--- config.mk ---
export PLATFORM = sky130hd
export DESIGN_NAME = wkg_top
export DESIGN_NICKNAME = d
export VERILOG_FILES = /design/src/hdl/wkg_pkg.sv /design/src/hdl/wkg_top.sv
export SDC_FILE = /design/constraint.sdc
export NUM_CORES = 1
export LEC_CHECK = 0
export BUFFER_PORTS_ARGS = -buffer_cell sky130_fd_sc_hd__buf_2
export CORE_UTILIZATION = 64
export DETAILED_ROUTE_END_ITERATION = 16
export GPL_TIMING_DRIVEN = 0
export PLACE_DENSITY = 0.9
export SLEW_MARGIN = 30
export SYNTH_ARGS = -nofsm -noshare
export SYNTH_HDL_FRONTEND = slang
export SYNTH_HIERARCHICAL = 1
export SYNTH_SLANG_ARGS = --single-unit
--- constraint.sdc ---
create_clock -name MCLK_I -period 11.3 [get_ports MCLK_I]
set_clock_uncertainty 0.15 [all_clocks]
set_input_delay 2.26 -clock MCLK_I [delete_from_list [all_inputs] [get_ports MCLK_I]]
set_output_delay 2.26 -clock MCLK_I [all_outputs]
set_load 0.01 [all_outputs]
--- src/hdl/wkg_pkg.sv ---
// wkg_pkg: register map, field positions, pattern constants and the
// receive beat carrier for the wake-event and energy-efficient gate.
// assumes a byte-wide register port on the switch core clock.
package wkg_pkg;

  // register offsets
  localparam logic [7:0] REG_SW_STATUS = 8'h7C;
  localparam logic [7:0] REG_SW_MASK = 8'h7D;
  localparam logic [7:0] REG_PORT_STATUS = 8'h80;
  localparam logic [7:0] REG_PORT_MASK = 8'h81;
  localparam logic [7:0] REG_CTRL = 8'h82;

  // switch status / mask fields
  localparam int SW_WAKE_FRAME = 0;
  localparam int SW_LINK_CHG = 1;
  localparam int SW_EEE_CHG = 2;
  localparam int SW_RX_LPI = 3;
  localparam int SW_PME = 4;
  localparam logic [7:0] SW_IRQ_BITS = 8'h0F;
  localparam logic [7:0] SW_PME_BITS = 8'h10;
  localparam logic [7:0] SW_STAT_BITS = 8'h1F;

  // port wake status / mask fields
  localparam int PW_ENERGY = 0;
  localparam int PW_LINK_UP = 1;
  localparam int PW_FRAME = 2;
  localparam logic [7:0] PW_BITS = 8'h07;

  // control fields
  localparam int CTRL_ROUTE_IRQ = 0;
  localparam int CTRL_LOCAL_EEE = 1;
  localparam int CTRL_AN_RESTART = 2;
  localparam int CTRL_TX_LPI_EN = 3;
  localparam int CTRL_RX_LPI_EN = 4;
  localparam logic [7:0] CTRL_BITS = 8'h1B;

  // reset values
  localparam logic [7:0] SW_MASK_RST = 8'h00;
  localparam logic [7:0] PORT_MASK_RST = 8'h00;
  localparam logic [7:0] CTRL_RST = 8'h1A;
  localparam logic [7:0] ZERO_BYTE = 8'h00;

  // wake pattern
  localparam logic [7:0] SYNC_BYTE = 8'hFF;
  localparam logic [2:0] SYNC_LEN = 3'h6;
  localparam logic [2:0] ADDR_BYTES = 3'h6;
  localparam logic [3:0] LAST_COPY = 4'hF;
  localparam logic [47:0] BCAST_ADDR = 48'hFFFF_FFFF_FFFF;

  localparam int RX_FIFO_DEPTH = 16;

  typedef struct packed {
    logic sof;
    logic eof;
    logic [7:0] data;
  } wkg_beat_t;

  typedef enum logic {WKG_SEEK, WKG_ADDR} wkg_state_t;

endpackage

--- src/hdl/wkg_top.sv ---
// wkg_top: per-port wake-event detector, energy-efficient gate and
// host status/mask registers, with the receive byte FIFO it drains.
// assumes rx beats, negotiation and register strobes on MCLK_I;
// LINK_UP_I and ENERGY_I come from analog pins and are synchronised.
`timescale 1ns/1ps
`default_nettype none

module wkg_fifo #(
  parameter int W = 10,
  parameter int DEPTH = 16
) (
  // clock and reset
  input wire logic clk_i,
  input wire logic rst_i,
  // fill side
  input wire logic in_valid_i,
  input wire logic [W-1:0] in_data_i,
  output logic in_ready_o,
  // drain side
  output logic out_valid_o,
  output logic [W-1:0] out_data_o,
  input wire logic out_ready_i
);
  localparam int AW = $clog2(DEPTH);
  localparam int CW = $clog2(DEPTH + 1);
  localparam logic [CW-1:0] FULL = CW'(DEPTH);
  localparam logic [CW-1:0] ONE = CW'(1);

  logic [W-1:0] mem [DEPTH];
  logic [AW-1:0] wr_ptr_reg;
  logic [AW-1:0] rd_ptr_reg;
  logic [CW-1:0] cnt_reg;
  logic [CW-1:0] cnt_next;
  logic push;
  logic pop;

  assign push = in_valid_i && in_ready_o;
  assign pop = out_valid_o && out_ready_i;
  assign out_valid_o = (cnt_reg != '0);
  assign out_data_o = mem[rd_ptr_reg];

  always_comb begin
    cnt_next = cnt_reg;
    if (push && !pop) begin
      cnt_next = cnt_reg + ONE;
    end else if (pop && !push) begin
      cnt_next = cnt_reg - ONE;
    end
  end

  always_ff @(posedge clk_i) begin
    if (push) begin
      mem[wr_ptr_reg] <= in_data_i;
    end
  end

  always_ff @(posedge clk_i) begin
    if (rst_i) begin
      wr_ptr_reg <= '0;
      rd_ptr_reg <= '0;
      cnt_reg <= '0;
      in_ready_o <= 1'b0;
    end else begin
      if (push) begin
        wr_ptr_reg <= (wr_ptr_reg == AW'(DEPTH - 1)) ? '0 : wr_ptr_reg + 1'b1;
      end
      if (pop) begin
        rd_ptr_reg <= (rd_ptr_reg == AW'(DEPTH - 1)) ? '0 : rd_ptr_reg + 1'b1;
      end
      cnt_reg <= cnt_next;
      in_ready_o <= (cnt_next != FULL);
    end
  end
endmodule // wkg_fifo

// How it works
// eee active only when both ends advertised it in negotiation
// without eee all low power functions off, tx never requests idle
// with eee, tx and rx low power idle allowed independently
// negotiation restarts at reset, on management command, after link loss
// energy above threshold sets port wake status bit 0
// link going up sets port wake status bit 1
// valid wake-pattern frame sets port wake status bit 2
// frames addressed to node scanned only while port mask bit 2 set
// pattern needs six all-ones sync bytes first
// then sixteen unbroken node address copies; any break restarts search
// sequence accepted at any byte position of the frame
// broadcast frames also accepted when copies match own address
// frame without sequence causes no wake action
// detected pattern drives the wake event output low
// wake frame routed to interrupt or wake event output by control bit
// switch mask bits 3:0 gate conditions onto interrupt output
// switch status bits 3:0 record each occurred condition; bit 3 never sets, since code_d_reg is high whenever lpi_reg is
// reading switch status clears bits 3:0 that were read
// switch mask bit 4 gates power wake status onto wake output
// switch status bit 4 marks power wake event, cleared on read
// outputs low while any masked status bit pending, else high
// host reads status after each assertion to clear the cause
// rx idle indication rises on lpi code start, falls when it ends
module wkg_top
  import wkg_pkg::*;
(
  // clock and reset
  input wire logic MCLK_I,
  input wire logic SYS_RST_I,
  // register port
  input wire logic [7:0] REG_ADDR_I,
  input wire logic REG_WR_I,
  input wire logic REG_RD_I,
  input wire logic [7:0] REG_WDATA_I,
  output logic [7:0] REG_RDATA_O,
  output logic REG_RVALID_O,
  // node identity
  input wire logic [47:0] NODE_ADDR_I,
  // receive byte stream
  input wire logic RX_VALID_I,
  input wire wkg_beat_t RX_BEAT_I,
  output logic RX_READY_O,
  // pins
  input wire logic LINK_UP_I,
  input wire logic ENERGY_I,
  // negotiation and lpi signalling
  input wire logic AN_DONE_I,
  input wire logic PARTNER_EEE_ADV_I,
  input wire logic RX_LPI_CODE_I,
  input wire logic TX_LPI_REQ_I,
  output logic AN_RESTART_O,
  output logic EEE_ACTIVE_O,
  output logic TX_LPI_O,
  output logic PARTNER_IDLE_INDICATION_O,
  // host signalling
  output logic HOST_IRQ_OUT_LOW_O,
  output logic WAKE_EVENT_OUT_LOW_O
);

  function automatic logic [7:0] addr_byte(input logic [47:0] a,
                                           input logic [2:0] idx);
    addr_byte = a[8'(47 - 8 * int'(idx)) -: 8];
  endfunction

  function automatic logic hit(input logic [7:0] a, input logic [7:0] off);
    hit = (a == off);
  endfunction

  // registers
  logic [7:0] sw_st_reg;
  logic [7:0] sw_mask_reg;
  logic [7:0] port_st_reg;
  logic [7:0] port_mask_reg;
  logic [7:0] ctrl_reg;
  logic [7:0] sw_set;
  logic [7:0] port_set;
  logic rd_sw;
  logic rd_port;

  // pin synchronisers
  logic link_s1_reg, link_s2_reg, link_d_reg;
  logic en_s1_reg, en_s2_reg, en_d_reg;
  logic link_rise, link_fall, energy_rise;

  // negotiation / lpi
  logic boot_reg;
  logic eee_en_reg;
  logic eee_d_reg;
  logic code_d_reg;
  logic lpi_reg;
  logic restart_req;

  // rx path
  wkg_beat_t beat;
  logic drain_valid;
  logic drain_ready;
  logic take;
  logic scan_en;
  logic frame_ev;

  // matcher
  wkg_state_t state_reg, state_next;
  logic [2:0] ff_cnt_reg, ff_cnt_next;
  logic [2:0] bi_reg, bi_next;
  logic [3:0] cc_reg, cc_next;
  logic found_reg, found_next;
  logic [2:0] pos_reg, pos_next;
  logic da_node_reg, da_node_next;
  logic da_bc_reg, da_bc_next;

  assign PARTNER_IDLE_INDICATION_O = lpi_reg;
  assign EEE_ACTIVE_O = eee_en_reg;

  // ---------------- pin synchronisers
  always_ff @(posedge MCLK_I) begin
    if (SYS_RST_I) begin
      link_s1_reg <= 1'b0;
      link_s2_reg <= 1'b0;
      link_d_reg <= 1'b0;
      en_s1_reg <= 1'b0;
      en_s2_reg <= 1'b0;
      en_d_reg <= 1'b0;
    end else begin
      link_s1_reg <= LINK_UP_I;
      link_s2_reg <= link_s1_reg;
      link_d_reg <= link_s2_reg;
      en_s1_reg <= ENERGY_I;
      en_s2_reg <= en_s1_reg;
      en_d_reg <= en_s2_reg;
    end
  end

  assign link_rise = link_s2_reg && !link_d_reg;
  assign link_fall = !link_s2_reg && link_d_reg;
  assign energy_rise = en_s2_reg && !en_d_reg;

  // ---------------- negotiation and eee gate
  assign restart_req = boot_reg || link_fall ||
                       (REG_WR_I && hit(REG_ADDR_I, REG_CTRL) &&
                        REG_WDATA_I[CTRL_AN_RESTART]);

  always_ff @(posedge MCLK_I) begin
    if (SYS_RST_I) begin
      boot_reg <= 1'b1;
      AN_RESTART_O <= 1'b0;
      eee_en_reg <= 1'b0;
      eee_d_reg <= 1'b0;
    end else begin
      boot_reg <= 1'b0;
      AN_RESTART_O <= restart_req;
      eee_d_reg <= eee_en_reg;
      if (restart_req || !link_s2_reg) begin
        eee_en_reg <= 1'b0;
      end else if (AN_DONE_I) begin
        eee_en_reg <= ctrl_reg[CTRL_LOCAL_EEE] && PARTNER_EEE_ADV_I;
      end
    end
  end

  // independent tx and rx idle gating
  always_ff @(posedge MCLK_I) begin
    if (SYS_RST_I) begin
      TX_LPI_O <= 1'b0;
    end else begin
      TX_LPI_O <= eee_en_reg && ctrl_reg[CTRL_TX_LPI_EN] && TX_LPI_REQ_I;
    end
  end

  always_ff @(posedge MCLK_I) begin
    if (SYS_RST_I) begin
      code_d_reg <= 1'b0;
      lpi_reg <= 1'b0;
    end else begin
      code_d_reg <= RX_LPI_CODE_I;
      if (!RX_LPI_CODE_I || !eee_en_reg || !ctrl_reg[CTRL_RX_LPI_EN]) begin
        lpi_reg <= 1'b0;
      end else if (!code_d_reg) begin
        lpi_reg <= 1'b1;
      end
    end
  end

  // ---------------- receive buffer; drain stalls while partner idles
  wkg_fifo #(
    .W($bits(wkg_beat_t)),
    .DEPTH(RX_FIFO_DEPTH)
  ) u_rx_fifo (
    .clk_i(MCLK_I),
    .rst_i(SYS_RST_I),
    .in_valid_i(RX_VALID_I),
    .in_data_i(RX_BEAT_I),
    .in_ready_o(RX_READY_O),
    .out_valid_o(drain_valid),
    .out_data_o(beat),
    .out_ready_i(drain_ready)
  );

  assign drain_ready = !lpi_reg;
  assign take = drain_valid && drain_ready;
  assign scan_en = port_mask_reg[PW_FRAME];

  // ---------------- pattern matcher
  always_comb begin
    state_next = beat.sof ? WKG_SEEK : state_reg;
    ff_cnt_next = beat.sof ? '0 : ff_cnt_reg;
    bi_next = beat.sof ? '0 : bi_reg;
    cc_next = beat.sof ? '0 : cc_reg;
    found_next = beat.sof ? 1'b0 : found_reg;
    pos_next = beat.sof ? '0 : pos_reg;
    da_node_next = beat.sof ? 1'b1 : da_node_reg;
    da_bc_next = beat.sof ? 1'b1 : da_bc_reg;
    // destination check over the first address-length bytes
    if (pos_next != ADDR_BYTES) begin
      da_node_next = da_node_next &&
                     (beat.data == addr_byte(NODE_ADDR_I, pos_next));
      da_bc_next = da_bc_next &&
                   (beat.data == addr_byte(BCAST_ADDR, pos_next));
      pos_next = pos_next + 3'h1;
    end
    case (state_next)
      WKG_SEEK: begin
        if (beat.data == SYNC_BYTE) begin
          if (ff_cnt_next != SYNC_LEN) begin
            ff_cnt_next = ff_cnt_next + 3'h1;
          end
        end else if (ff_cnt_next == SYNC_LEN &&
                     beat.data == addr_byte(NODE_ADDR_I, 3'h0)) begin
          state_next = WKG_ADDR;
          bi_next = 3'h1;
          cc_next = '0;
          ff_cnt_next = '0;
        end else begin
          ff_cnt_next = '0;
        end
      end
      WKG_ADDR: begin
        if (beat.data == addr_byte(NODE_ADDR_I, bi_next)) begin
          if (bi_next == ADDR_BYTES - 3'h1) begin
            bi_next = '0;
            if (cc_next == LAST_COPY) begin
              found_next = 1'b1;
              state_next = WKG_SEEK;
            end else begin
              cc_next = cc_next + 4'h1;
            end
          end else begin
            bi_next = bi_next + 3'h1;
          end
        end else begin
          state_next = WKG_SEEK;
          bi_next = '0;
          cc_next = '0;
          ff_cnt_next = (beat.data == SYNC_BYTE) ? 3'h1 : 3'h0;
        end
      end
      default: begin
        state_next = WKG_SEEK;
      end
    endcase
  end

  always_ff @(posedge MCLK_I) begin
    if (SYS_RST_I || !scan_en) begin
      state_reg <= WKG_SEEK;
      ff_cnt_reg <= '0;
      bi_reg <= '0;
      cc_reg <= '0;
      found_reg <= 1'b0;
      pos_reg <= '0;
      da_node_reg <= 1'b0;
      da_bc_reg <= 1'b0;
    end else if (take) begin
      state_reg <= state_next;
      ff_cnt_reg <= ff_cnt_next;
      bi_reg <= bi_next;
      cc_reg <= cc_next;
      found_reg <= found_next;
      pos_reg <= pos_next;
      da_node_reg <= da_node_next;
      da_bc_reg <= da_bc_next;
    end
  end

  // one pulse at end of a qualifying frame; otherwise nothing
  assign frame_ev = take && scan_en && beat.eof && found_next &&
                    (da_node_next || da_bc_next);

  // ---------------- status and mask registers
  assign rd_sw = REG_RD_I && hit(REG_ADDR_I, REG_SW_STATUS);
  assign rd_port = REG_RD_I && hit(REG_ADDR_I, REG_PORT_STATUS);

  always_comb begin
    port_set = ZERO_BYTE;
    port_set[PW_ENERGY] = energy_rise;
    port_set[PW_LINK_UP] = link_rise;
    port_set[PW_FRAME] = frame_ev;
    sw_set = ZERO_BYTE;
    sw_set[SW_WAKE_FRAME] = frame_ev && ctrl_reg[CTRL_ROUTE_IRQ];
    sw_set[SW_LINK_CHG] = link_rise || link_fall;
    sw_set[SW_EEE_CHG] = eee_en_reg ^ eee_d_reg;
    sw_set[SW_RX_LPI] = lpi_reg && !code_d_reg;
    sw_set[SW_PME] = |(port_set[PW_LINK_UP:PW_ENERGY] &
                       port_mask_reg[PW_LINK_UP:PW_ENERGY]) ||
                     (frame_ev && !ctrl_reg[CTRL_ROUTE_IRQ]);
  end

  // a set in the cycle of the clearing read survives
  always_ff @(posedge MCLK_I) begin
    if (SYS_RST_I) begin
      sw_st_reg <= ZERO_BYTE;
      port_st_reg <= ZERO_BYTE;
    end else begin
      sw_st_reg <= ((sw_st_reg & ~({8{rd_sw}} & SW_STAT_BITS)) | sw_set)
                   & SW_STAT_BITS;
      port_st_reg <= ((port_st_reg & ~({8{rd_port}} & PW_BITS)) | port_set)
                     & PW_BITS;
    end
  end

  always_ff @(posedge MCLK_I) begin
    if (SYS_RST_I) begin
      sw_mask_reg <= SW_MASK_RST;
      port_mask_reg <= PORT_MASK_RST;
      ctrl_reg <= CTRL_RST;
    end else if (REG_WR_I) begin
      if (hit(REG_ADDR_I, REG_SW_MASK)) begin
        sw_mask_reg <= REG_WDATA_I & SW_STAT_BITS;
      end
      if (hit(REG_ADDR_I, REG_PORT_MASK)) begin
        port_mask_reg <= REG_WDATA_I & PW_BITS;
      end
      if (hit(REG_ADDR_I, REG_CTRL)) begin
        ctrl_reg <= REG_WDATA_I & CTRL_BITS;
      end
    end
  end

  // read answer one cycle after the strobe; unmapped reads return zero
  always_ff @(posedge MCLK_I) begin
    if (SYS_RST_I) begin
      REG_RDATA_O <= ZERO_BYTE;
      REG_RVALID_O <= 1'b0;
    end else begin
      REG_RVALID_O <= REG_RD_I;
      if (REG_RD_I) begin
        case (REG_ADDR_I)
          REG_SW_STATUS: REG_RDATA_O <= sw_st_reg;
          REG_SW_MASK: REG_RDATA_O <= sw_mask_reg;
          REG_PORT_STATUS: REG_RDATA_O <= port_st_reg;
          REG_PORT_MASK: REG_RDATA_O <= port_mask_reg;
          REG_CTRL: REG_RDATA_O <= ctrl_reg;
          default: REG_RDATA_O <= ZERO_BYTE;
        endcase
      end
    end
  end

  // output lines follow pending masked status; host read releases them
  always_ff @(posedge MCLK_I) begin
    if (SYS_RST_I) begin
      HOST_IRQ_OUT_LOW_O <= 1'b1;
      WAKE_EVENT_OUT_LOW_O <= 1'b1;
    end else begin
      HOST_IRQ_OUT_LOW_O <= !(|(sw_st_reg & sw_mask_reg & SW_IRQ_BITS));
      WAKE_EVENT_OUT_LOW_O <= !(|(sw_st_reg & sw_mask_reg & SW_PME_BITS));
    end
  end
endmodule // wkg_top

`default_nettype wire

# Word level (Yosys, flattened, before mapping)
# Memories as Yosys holds them, arrays and structs flattened. A register that Yosys moved wholly into a read port is not among the register bits.
# Cells that the tools add are included.
# word_totals
reg_bits	75
ram_bits	160
inputBits	85
out_inout_bits	16
elab_cells	178
n_memories	1
# op_classes
n_addsub	10
eq_ne	18
n_shift	3
n_mux	47
bitwise	10
n_reduce_logical	55
# memory_table
name	words	word_bits	rd	rd_clocked_by_memory_dff	wr	line	rtl
u_rx_fifo.mem	16	10	1	1	1	wkg_top.sv:29	logic [W-1:0] mem [DEPTH];
# ops
cell	count
55-bit by 7-bit variable part select with 8-bit output	2
55-bit by 7-bit variable part select with 8-bit output, first input constant	1
4-bit 2-to-1 mux	10
3-bit 2-to-1 mux	11
8-bit equality test	4
8-bit equality test, second input constant	4
5-bit case mux with 5 select lines	1
1-bit logical AND	24
1-bit 2-to-1 mux	19
8-bit by 7-bit equality test with 1-bit output, second input constant	2
1-bit logical NOT	14
6-bit by 6-bit subtractor with 7-bit output, first input constant	2
4-bit by 1-bit adder with 4-bit output, second input constant	3
4-bit equality test, second input constant	3
3-bit case mux with 2 select lines	2
5-bit AND	2
5-bit 2-to-1 mux	2
3-bit by 1-bit adder with 3-bit output, second input constant	3
1-bit logical OR	9
4-bit case mux with 2 select lines	1
3-bit equality test, second input constant	2
3-bit inequality test, second input constant	2
2-bit AND reduction	3
2-bit OR reduction	3
14 further kinds	14

# Logic depth before layout (Yosys ltp)
# Gate-level depths: netlist of the first run.
# depth
word_depth	11
depth_mapped	21
ltp_nobuf	13

# By module
# Netlist of the first run, hierarchy kept.
# by_module_without_submodules
module	instances	cells_per_inst	area_per_inst_um2	seq_area_each_um2
wkg_fifo	1	337	6961.7	5165.0
wkg_top	1	568	4441.8	1161.1

# Least setup slack after synthesis of the first run
# No wires, ideal clock.
# synth_timing
path_kind	register to register
start	register (tool-made name)
end	register cc_reg[2]
setup_ns	0.078
arrival_time_ns	4.659
required_time_ns	11.072
path_slack_ns	6.413
stages_incl_launch_ff	21
n_path_buf	9
period_less_slack_ns	4.887
path_cell_list	dfxtp_1 -> clkbuf_1 -> buf_2 -> mux4_2 -> mux4_2 -> buf_2 -> buf_4 -> buf_2 -> buf_1 -> nor2b_1 -> ha_1 -> buf_2 -> buf_2 -> buf_2 -> o32a_1 -> nand4_1 -> xor2_1 -> nand4_2 -> nor4_2 -> a21oi_1 -> nor3_1
# synth_lines
element	line	rtl
end signal, assigned	wkg_top.sv:352	cc_reg <= cc_next;
end, declared	wkg_top.sv:181	logic [3:0] cc_reg, cc_next;

==> impl_metrics.ini, run 1 <==
[floorplan]
initial_utilization = 0.657
dieArea_um2 = 18400
die_w_um = 135
core_area_um2 = 17400
rows = 48
fp.dieH_um = 135
io_pins = 101

[drt]
drc = 0
first_pass_iters = 5
via_per_inst = 6.77
routed_wl_mm = 30.7
ant_nets = 0
vias = 8581
drt-wirelength-per-cell_um = 24.2
drt_iter0_markers = 978

[synth]
synthFlopType = edfxtp_1
syn_inst = 905
ys_seq_elements = 236
netlist_area_um2 = 11400
syn_area_per_cell_um2 = 12.6
synth_edf_count = 160
ys_warn_count = 6
ys_seq_area_frac = 0.555
async_flop_share = 0
ys_types = 87

[grt]
grt-busiest-layer = met2
met3_usage = 0.0449
grt_pass1_vias = 8187
grt_pass1_wl_mm = 46.8
grt_max_degree = 17
use_met1 = 0.446
met2_usage = 0.590
grt_util_all_layers = 0.342
grt_overflow = 0
antenna_found_initial = 0

[sta]
setup-tns-final_ns = 0
layout_setup_ws_ns = 4.96
relSlewSlack = 0.418
post-route-period-util = 0.561
hold_viol = 0
timing.fmax_mhz = 158
grt_setup_unrepaired = false
period_minus_slack_ns = 6.34
slew_violations = 0
setup_viol = 0
worst_pin_slew_ns = 0.871

[worst_setup_path]
endpoint_kind = flop
rrSetupSlack_ns = 4.96
crit_top_cell = buf_2
arrival_ns = 6.64
critical_path_class = flop to flop
crit_fanout = 10
critPathRequiredTime_ns = 11.60
cp-start-kind = flop
slowest_delay_ns = 0.65
critPathSlowestCell = nor4_2
crit_path_cell_trace = clkbuf_1 -> buf_2 -> mux4_2 -> mux4_2 -> buf_2 -> buf_4 -> buf_2 -> buf_1 -> nor2b_1 -> ha_1 -> buf_2 -> buf_2 -> buf_2 -> a221oi_1 -> a2111o_1 -> xor2_1 -> nand3_1 -> nor4_2 -> o21ai_0 -> a21oi_1

[clocking]
cts_tree = built
clock_path_buffers = 3
cts_root_buffer = clkbuf_16
clk_pin_slew_worst_paths_ns = 0.06
cts_setup_buffers = 0
clock-sinks = 236
htreeDepth = 1
cts_buffers = 25
cts_resized = 0
holdBufCountCts = 0
clk_latency_ns = 0.51

[layout]
multi_input_area_um2 = 4700
drive_above_1_share = 0.215
regArea_um2 = 6330
fillers = 1062
largest_reg_flops = 160
final_cell_count_no_fill = 1268
diodes = 0
nets = 1127
regMostFlops = u_rx_fifo/mem
area_delta_synth_final_pct = 13.6

[flow_run]
drv_cap = 0

[min_path]
hold_class = flop to flop
worstHoldStart = sw_mask_reg[4]

[placement]
dp.cells = 1224
pre_cts_ws_ns = 5.19
hpwl_mm = 19.7
gp_congestion = 0.987
port_buffers = 92

[outcome]
status = finished, final reports clean

[power_and_ir_drop]
ir_drop_mv = 0.159
leakage_nw = 4.52
powerDensity_nw_per_um2 = 187
==> worst max-delay path, delay by kind of cell, from the launching register on <==
kind                       cells  cell delay [ns]
buffers and inverters          9             2.22
and+or+nand+nor                3             1.28
muxes                          2             1.16
AOI/OAI and AO/OA              4             0.82
DFF                            1             0.32
adders and majority gates      1             0.18
xor gates and xnor gates       1             0.13
==> path summary, 6_finish.rpt <==
kind	end	cells after the start
worst min-delay path	WAKE_EVENT_OUT_LOW_O	1
worst max-delay path	bi_reg[2]	20
worst min register to register	WAKE_EVENT_OUT_LOW_O	1
worst max register to register	bi_reg[2]	20
==> through the flow <==
step | hold WS (ns) | utilization | instance area, um2 | power, mW
5_1_grt | 0.302 | 0.746 | 13000 | 2.49
4_1_cts | 0.276 | 0.746 | 12900 | 2.41
3_5_place_dp | 0.263 | 0.700 | 12200 | 1.58
2_1_floorplan | 0.240 | - | 11400 | 1.42
3_3_place_gp | 0.262 | 0.700 | 12200 | 1.56
6_report | 0.283 | 0.746 | 13000 | 2.42
==> final cells by class <==
| type | instances | share of cell area |
|---|---|---|
| Clock buffer | 35 | 0.0520 |
| Buffer | 58 | 0.0211 |
| Timing Repair Buffer | 92 | 0.0355 |
| Sequential cell | 236 | 0.488 |
| Inverter | 32 | 0.00946 |
| Tap cell | 225 | 0.0217 |
| Multi-Input combinational cell | 581 | 0.363 |
| Clock inverter | 9 | 0.00937 |
==> cells in the final DEF, fill, tap and decap left out, types with 8 or more instances in the layout <==
master     instances
edfxtp_1         160
buf_2            106
dfxtp_1           76
nor2_1            59
mux4_2            50
clkbuf_1          44
a21oi_1           42
nand2_1           41
o21ai_0           40
mux2i_1           35
nor2b_1           32
inv_1             31
clkbuf_16         25
xor2_1            16
ha_1              16
nand4_1           15
nor3_1            14
and3_1            14
and2_1            14
nand3_1           11
xnor2_1           10
nand2b_1           9
or2_2              8
a211oi_1           8
==> cell usage after synthesis, types with 7 or more instances <==
cell type | n | share of area
a211oi_1 | 8 | 0.0053
a21oi_1 | 42 | 0.018
a22oi_1 | 7 | 0.0046
and2_1 | 14 | 0.0077
and3_1 | 14 | 0.0077
buf_2 | 14 | 0.0061
clkbuf_1 | 35 | 0.012
dfxtp_1 | 76 | 0.13
edfxtp_1 | 160 | 0.42
ha_1 | 16 | 0.018
inv_1 | 31 | 0.010
mux2i_1 | 35 | 0.031
mux4_2 | 50 | 0.099
nand2_1 | 41 | 0.013
nand2b_1 | 9 | 0.0049
nand3_1 | 11 | 0.0048
nand4_1 | 15 | 0.0082
nor2_1 | 59 | 0.019
nor2b_1 | 32 | 0.018
nor3_1 | 14 | 0.0061
nor3b_1 | 7 | 0.0046
nor4_1 | 7 | 0.0038
o21ai_0 | 40 | 0.018
o22ai_1 | 7 | 0.0038
or2_2 | 8 | 0.0044
xnor2_1 | 10 | 0.0077
xor2_1 | 16 | 0.012
==> layer usage <==
layer,part of all wire,up-vias
li1,-,3718
met1,0.38,4161
met2,0.50,594
met3,0.085,108
met4,0.034,0
met5,0,-
==> report_power, final <==
part	internal (mW)	total, mW	switching (mW)
clock network	0.483	0.809	0.326
logic	0.264	0.649	0.385
registers	0.940	0.959	0.0193
total	1.69	2.42	0.730
==> kinds of logic (layout without fill, tap and decap cells) <==
| kind of cell | Yosys count | in the layout | share of synthesized area |
|---|---|---|---|
| compound gates | 179 | 179 | 0.106 |
| other cells | 1 | 3 | 0.000329 |
| mux | 91 | 91 | 0.136 |
| simple gates | 264 | 264 | 0.129 |
| fa+ha+maj | 18 | 18 | 0.0194 |
| buf+inv | 90 | 226 | 0.0347 |
| xor+xnor | 26 | 26 | 0.0200 |
| flops | 236 | 236 | 0.555 |
Power figures use the tool's default switching activity.
==> run 2, diff against run 1 <==
--- a/config.mk
+++ b/config.mk
@@ -6,10 +6,10 @@
 export NUM_CORES = 1
 export LEC_CHECK = 0
 export BUFFER_PORTS_ARGS = -buffer_cell sky130_fd_sc_hd__buf_2
-export CORE_UTILIZATION = 64
+export CORE_UTILIZATION = 54
 export DETAILED_ROUTE_END_ITERATION = 16
 export GPL_TIMING_DRIVEN = 0
-export PLACE_DENSITY = 0.9
+export PLACE_DENSITY = 0.81
 export SLEW_MARGIN = 30
 export SYNTH_ARGS = -nofsm -noshare
 export SYNTH_HDL_FRONTEND = slang
==> constraint.sdc (replaced) <==
create_clock -name MCLK_I -period 5.8 [get_ports MCLK_I]
set_clock_uncertainty 0.15 [all_clocks]
set_input_delay 1.16 -clock MCLK_I [delete_from_list [all_inputs] [get_ports MCLK_I]]
set_output_delay 1.16 -clock MCLK_I [all_outputs]
set_load 0.01 [all_outputs]
==> run 2 against run 1 <==
Combinational power increased by 93%. Highest routed layer unchanged. Largest power group unchanged. Sequential power increased by 95%. Clock power increased by 110%. Count of clock-buffer cells in the layout decreased by 6. Register-to-register slack got worse by 4.7 ns. Final area increased by 1.8%. Sequential cell count unchanged. Wire length decreased by 8.6%. Critical path type unchanged.
==> impl_metrics.ini, run 2 (synthesis gave the netlist of run 1 again) <==
[layout]
regArea_um2 = 6330
fillers = 1540
final_common_cell = edfxtp_1
area_delta_synth_final_pct = 15.6
most-common-layout-cells = edfxtp_1, buf_2, dfxtp_1, nor2_1, mux4_2
final_cell_count_no_fill = 1316
diodes = 0
regMostFlops = u_rx_fifo/mem
nets = 1128
multi_input_area_um2 = 4720
postLayoutCellArea_um2 = 13200
largest_reg_flops = 160
drive_above_1_share = 0.236

[power_and_ir_drop]
ir_drop_mv = 0.263
power_frac_comb = 0.259
p_seq_frac = 0.389
p_clk_frac = 0.352
switching_share = 0.292
leakage_nw = 4.62
p_switching_mw = 1.41
p_int_mw = 3.41
powerDensity_nw_per_um2 = 365

[clocking]
clk_latency_ns = 0.52
htreeDepth = 1
cts_buffers = 25
holdBufCountCts = 0
cts_tree = built
clock-sinks = 236
clk_pin_slew_worst_paths_ns = 0.06
clock_path_buffers = 3
cts_root_buffer = clkbuf_16

[sta]
setup_viol = 0
post-route-period-util = 0.963
hold_viol = 0
slew_violations = 0
worst_pin_slew_ns = 0.876
timing.fmax_mhz = 179
period_minus_slack_ns = 5.59
relSlewSlack = 0.415

[placement]
hpwl_mm = 19.2
placed_cell_area_um2 = 12200
port_buffers = 92
dp.cells = 1269
gp_congestion = 0.993

[drt]
first_pass_iters = 5
routed_wl_mm = 28.0
drt_iter0_markers = 676
drc = 0
ant_nets = 0
drt-wirelength-per-cell_um = 21.3
vias = 8225
via_per_inst = 6.25

[worst_setup_path]
critPathRequiredTime_ns = 6.07
slowest_delay_ns = 0.56
cp-start-kind = flop
critical_path_class = flop to flop
critPathSlowestCell = mux4_2
arrival_ns = 5.86
crit_fanout = 10
crit_path_cell_trace = buf_6 -> mux4_2 -> mux4_2 -> buf_2 -> buf_4 -> buf_2 -> nand2b_1 -> inv_1 -> ha_1 -> buf_1 -> clkbuf_1 -> nor2_1 -> a32oi_1 -> nand4_1 -> a2111oi_2 -> a32o_2 -> a31oi_1 -> o41ai_2
reg2reg_depth = 18
endpoint_kind = flop

[grt]
grt_pass1_vias = 8042
grt_overflow = 0
grt_util_all_layers = 0.259
antenna_found_initial = 1
grt_max_degree = 17
grt_pass1_wl_mm = 43.5

[min_path]
holdPathStages = 1
hold_class = flop to flop

[floorplan]
initial_utilization = 0.556
rows = 52
die_w_um = 147
io_pins = 101
core_area_um2 = 20500
dieArea_um2 = 21700
fp.dieH_um = 147

[outcome]
status = finished, final reports clean

[flow_run]
drv_cap = 0
run 2: cell count changes in the layout (fill, tap and decap cells not counted), sizes merged:
cell,before,now
bufinv,3,4
buf,115,119
clkbuf,70,61
clkinv,4,10
clkinvlp,0,1
run 2: stage by stage:
| step | hold slack (ns) | util | setup TNS [ns] | power [mW] | setup slack (ns) |
|---|---|---|---|---|---|
| after floorplan | 0.240 | - | 0 | 2.76 | 0.913 |
| after global placement | 0.266 | 0.596 | -0.147 | 3.05 | -0.0730 |
| after detailed placement | 0.274 | 0.596 | -0.288 | 3.08 | -0.115 |
| after CTS | 0.294 | 0.641 | 0 | 4.82 | 0.00745 |
| after global routing | 0.307 | 0.643 | -0.0547 | 5.00 | -0.0316 |
| final | 0.296 | 0.643 | 0 | 4.82 | 0.214 |
run 2: critical path: cells and delay by family (launching register included):
family          cells  cell delay (ns)
buf+inv             7             1.72
compound gates      5             1.37
mux                 2             1.12
simple gates        3             0.51
flops               1             0.41
fa+ha+maj           1             0.20
run 2: path summary, 6_finish.rpt:
kind / startpoint / endpoint / slack [ns]
max: flop / sw_st_reg[4] / 0.21
min: sw_mask_reg[4] / WAKE_EVENT_OUT_LOW_O / 0.30
max reg2reg: flop / sw_st_reg[4] / 0.21
min reg2reg: sw_mask_reg[4] / WAKE_EVENT_OUT_LOW_O / 0.30
run 2: power groups by stage:
stage / clock network (mW) / registers, mW / logic (mW)
CTS: 1.72 / 1.87 / 1.23
detailed placement: 0 / 1.90 / 1.19
floorplan: 0 / 1.89 / 0.868
finish: 1.69 / 1.87 / 1.25
global route: 1.79 / 1.88 / 1.33
global placement: 0 / 1.90 / 1.16
run 2: timing repair:
| item | 4_1_cts | 5_1_grt |
|---|---|---|
| setup buffers | 0 | 3 |
| pin swaps | 0 | 1 |
| cloned | 0 | 0 |
| hold endpoints to repair | 0 | 0 |
| endpoints found under the setup margin | 8 | 16 |
| resized for setup | 11 | 13 |
run 2: final cells by class:
type / instances / area share
timing repair buffer: 95 / 0.0366
clock inverter: 17 / 0.0149
buffer: 56 / 0.0225
sequential: 236 / 0.480
multi-input combinational: 581 / 0.358
tap: 270 / 0.0256
clock buffer: 29 / 0.0533
inverter: 32 / 0.00930
run 2: metal layers:
| layer | global-route usage | up-vias | share of wire |
|---|---|---|---|
| li1 | - | 3716 | - |
| met1 | 0.339 | 4008 | 0.41 |
| met2 | 0.442 | 438 | 0.48 |
| met3 | 0.0401 | 63 | 0.084 |
| met4 | 0.0887 | 0 | 0.027 |
| met5 | 0 | - | 0 |
==> run 3, diff against run 2 <==
--- a/config.mk
+++ b/config.mk
@@ -5,11 +5,12 @@
 export SDC_FILE = /design/constraint.sdc
 export NUM_CORES = 1
 export LEC_CHECK = 0
-export BUFFER_PORTS_ARGS = -buffer_cell sky130_fd_sc_hd__buf_2
+export BUFFER_PORTS_ARGS = -buffer_cell sky130_fd_sc_hd__buf_4
 export CORE_UTILIZATION = 54
 export DETAILED_ROUTE_END_ITERATION = 16
 export GPL_TIMING_DRIVEN = 0
 export PLACE_DENSITY = 0.81
+export SETUP_SLACK_MARGIN = 0.2
 export SLEW_MARGIN = 30
 export SYNTH_ARGS = -nofsm -noshare
 export SYNTH_HDL_FRONTEND = slang
==> run 3 against run 2 <==
First-iteration DRC count is 7.2% lower. Final area up 1.4%. Setup slack better by 0.14 ns. Sequential cell count unchanged. Register-to-register slack improved by 0.14 ns. Non-clock buffer count is 3 higher. Cell count grew 0.15%.
==> impl_metrics.ini, run 3 (synthesis gave the netlist of run 1 again) <==
[worst_setup_path]
critPathSlowestCell = mux4_2
crit_fanout = 10
endpoint_kind = flop
crit_family = buffers and inverters
critPathRequiredTime_ns = 6.08
rrSetupSlack_ns = 0.36
rr_endpoint = sw_st_reg[0]
slowest_delay_ns = 0.55
critPathBufInv = 9
endpoint = sw_st_reg[0]
cp-start-kind = flop
crit_top_cell = buf_4
crit_path_cell_trace = clkbuf_4 -> buf_8 -> mux4_2 -> mux4_2 -> buf_4 -> buf_4 -> buf_4 -> buf_4 -> nor2b_1 -> ha_1 -> buf_2 -> clkbuf_4 -> clkbuf_4 -> o32a_1 -> nand4_1 -> xor2_2 -> nand4_4 -> nor3_4 -> a31oi_4 -> o41ai_2
crit_cells = 20
arrival_ns = 5.72
critical_path_class = flop to flop
reg2reg_depth = 20

[placement]
port_buffers = 92
hpwl_mm = 20.1
pre_cts_ws_ns = -0.173
gp_congestion = 0.940
dp.cells = 1269

[layout]
area_delta_synth_final_pct = 17.2
multi_input_area_um2 = 4760
drive_above_1_share = 0.235
final_common_cell = edfxtp_1
final_cell_count_no_fill = 1318
regArea_um2 = 6330
regMostFlops = u_rx_fifo/mem
nets = 1131
diodes = 0
most-common-layout-cells = edfxtp_1, buf_4, dfxtp_1, nor2_1, mux4_2
final_util = 0.652
fillers = 1516
largest_reg_flops = 160

[sta]
timing.fmax_mhz = 184
slew_violations = 0
post-route-period-util = 0.938
setup_viol = 0
grt_setup_unrepaired = true
layout_setup_ws_ns = 0.357
worst_pin_slew_ns = 0.965
holdWs_ns = 0.281
relSlewSlack = 0.355
hold_viol = 0
period_minus_slack_ns = 5.44

[clocking]
clk_pin_slew_worst_paths_ns = 0.06
clock_path_buffers = 3
cts_root_buffer = clkbuf_16
clock-sinks = 236
cts_buffers = 25
cts_tree = built
clk_latency_ns = 0.52
htreeDepth = 1
holdBufCountCts = 0

[grt]
grt-busiest-layer = met2
grt_max_degree = 17
met2_usage = 0.447
grt_util_all_layers = 0.268
use_met1 = 0.343
met3_usage = 0.0537
grt_pass1_vias = 8096
grt_pass1_wl_mm = 44.7
grt_overflow = 0
antenna_found_initial = 1

[min_path]
hold_class = flop to flop
worstHoldStart = sw_mask_reg[4]

[floorplan]
core_area_um2 = 20500
fp.dieH_um = 147
initial_utilization = 0.556
dieArea_um2 = 21700
io_pins = 101
rows = 52
die_w_um = 147

[power_and_ir_drop]
post-layout-total-power_mw = 4.67
leakage_nw = 4.66
powerDensity_nw_per_um2 = 349
ir_drop_mv = 0.248

[outcome]
status = finished, final reports clean

[drt]
drt-wirelength-per-cell_um = 21.8
ant_nets = 0
via_per_inst = 6.23
routed_wl_mm = 28.7
first_pass_iters = 5
drc = 0
drt_iter0_markers = 627
vias = 8215

[flow_run]
drv_cap = 0
## run 3: changes by cell type in the layout (fill, tap and decap cells not counted), sizes merged
cell and delta:
bufinv -3, inv -1, buf -2, clkinv -1, clkbuf +9
## run 3: layer usage
| metal | part of all wire | up-vias |
|---|---|---|
| li1 | - | 3723 |
| met1 | 0.40 | 4018 |
| met2 | 0.49 | 400 |
| met3 | 0.082 | 74 |
| met4 | 0.032 | 0 |
| met5 | 0 | - |
## run 3: report_power, final
group	internal, mW	switching (mW)	total [mW]	leakage [nW]
registers	1.83	0.0345	1.87	2.06
clock network	0.855	0.633	1.49	0.373
logic	0.581	0.735	1.32	2.23
total	3.27	1.40	4.67	4.66
## run 3: cell type report
cell class	instances	share of cell area
multi-input combinational	581	0.356
sequential	236	0.473
tap	270	0.0253
timing repair buffer	96	0.0539
clock inverter	12	0.00739
buffer	58	0.0252
clock buffer	33	0.0498
inverter	32	0.00917
## run 3: through the flow
step / area (um2) / setup TNS, ns
after global routing: 13400 / 0
after CTS: 13300 / 0
after floorplan: 11400 / 0
after global placement: 12400 / -0.468
after detailed placement: 12400 / -0.860
final: 13400 / 0
## run 3: timing repair
item	CTS	global route
buffers inserted	0	4
endpoints found under the setup margin	15	16
gates resized for setup	18	27
pin swaps	0	5
## run 3: worst register-to-register path, cell delays in order, from the launching register on
cell and delay, ns:
dfxtp_1 0.31, clkbuf_4 0.21, buf_8 0.19, mux4_2 0.54, mux4_2 0.55, buf_4 0.20
buf_4 0.18, buf_4 0.19, buf_4 0.19, nor2b_1 0.14, ha_1 0.24, buf_2 0.17
clkbuf_4 0.20, clkbuf_4 0.21, o32a_1 0.35, nand4_1 0.14, xor2_2 0.20, nand4_4 0.22
nor3_4 0.30, a31oi_4 0.14, o41ai_2 0.34
## run 3: worst min-delay path by stage
stage	to	slack, ns	cells after the start
4_1_cts	WAKE_EVENT_OUT_LOW_O	0.28	1
2_1_floorplan	WAKE_EVENT_OUT_LOW_O	0.24	1
3_5_place_dp	WAKE_EVENT_OUT_LOW_O	0.26	1
3_3_place_gp	en_s2_reg	0.27	1
6_report	WAKE_EVENT_OUT_LOW_O	0.28	1
5_1_grt	WAKE_EVENT_OUT_LOW_O	0.29	1
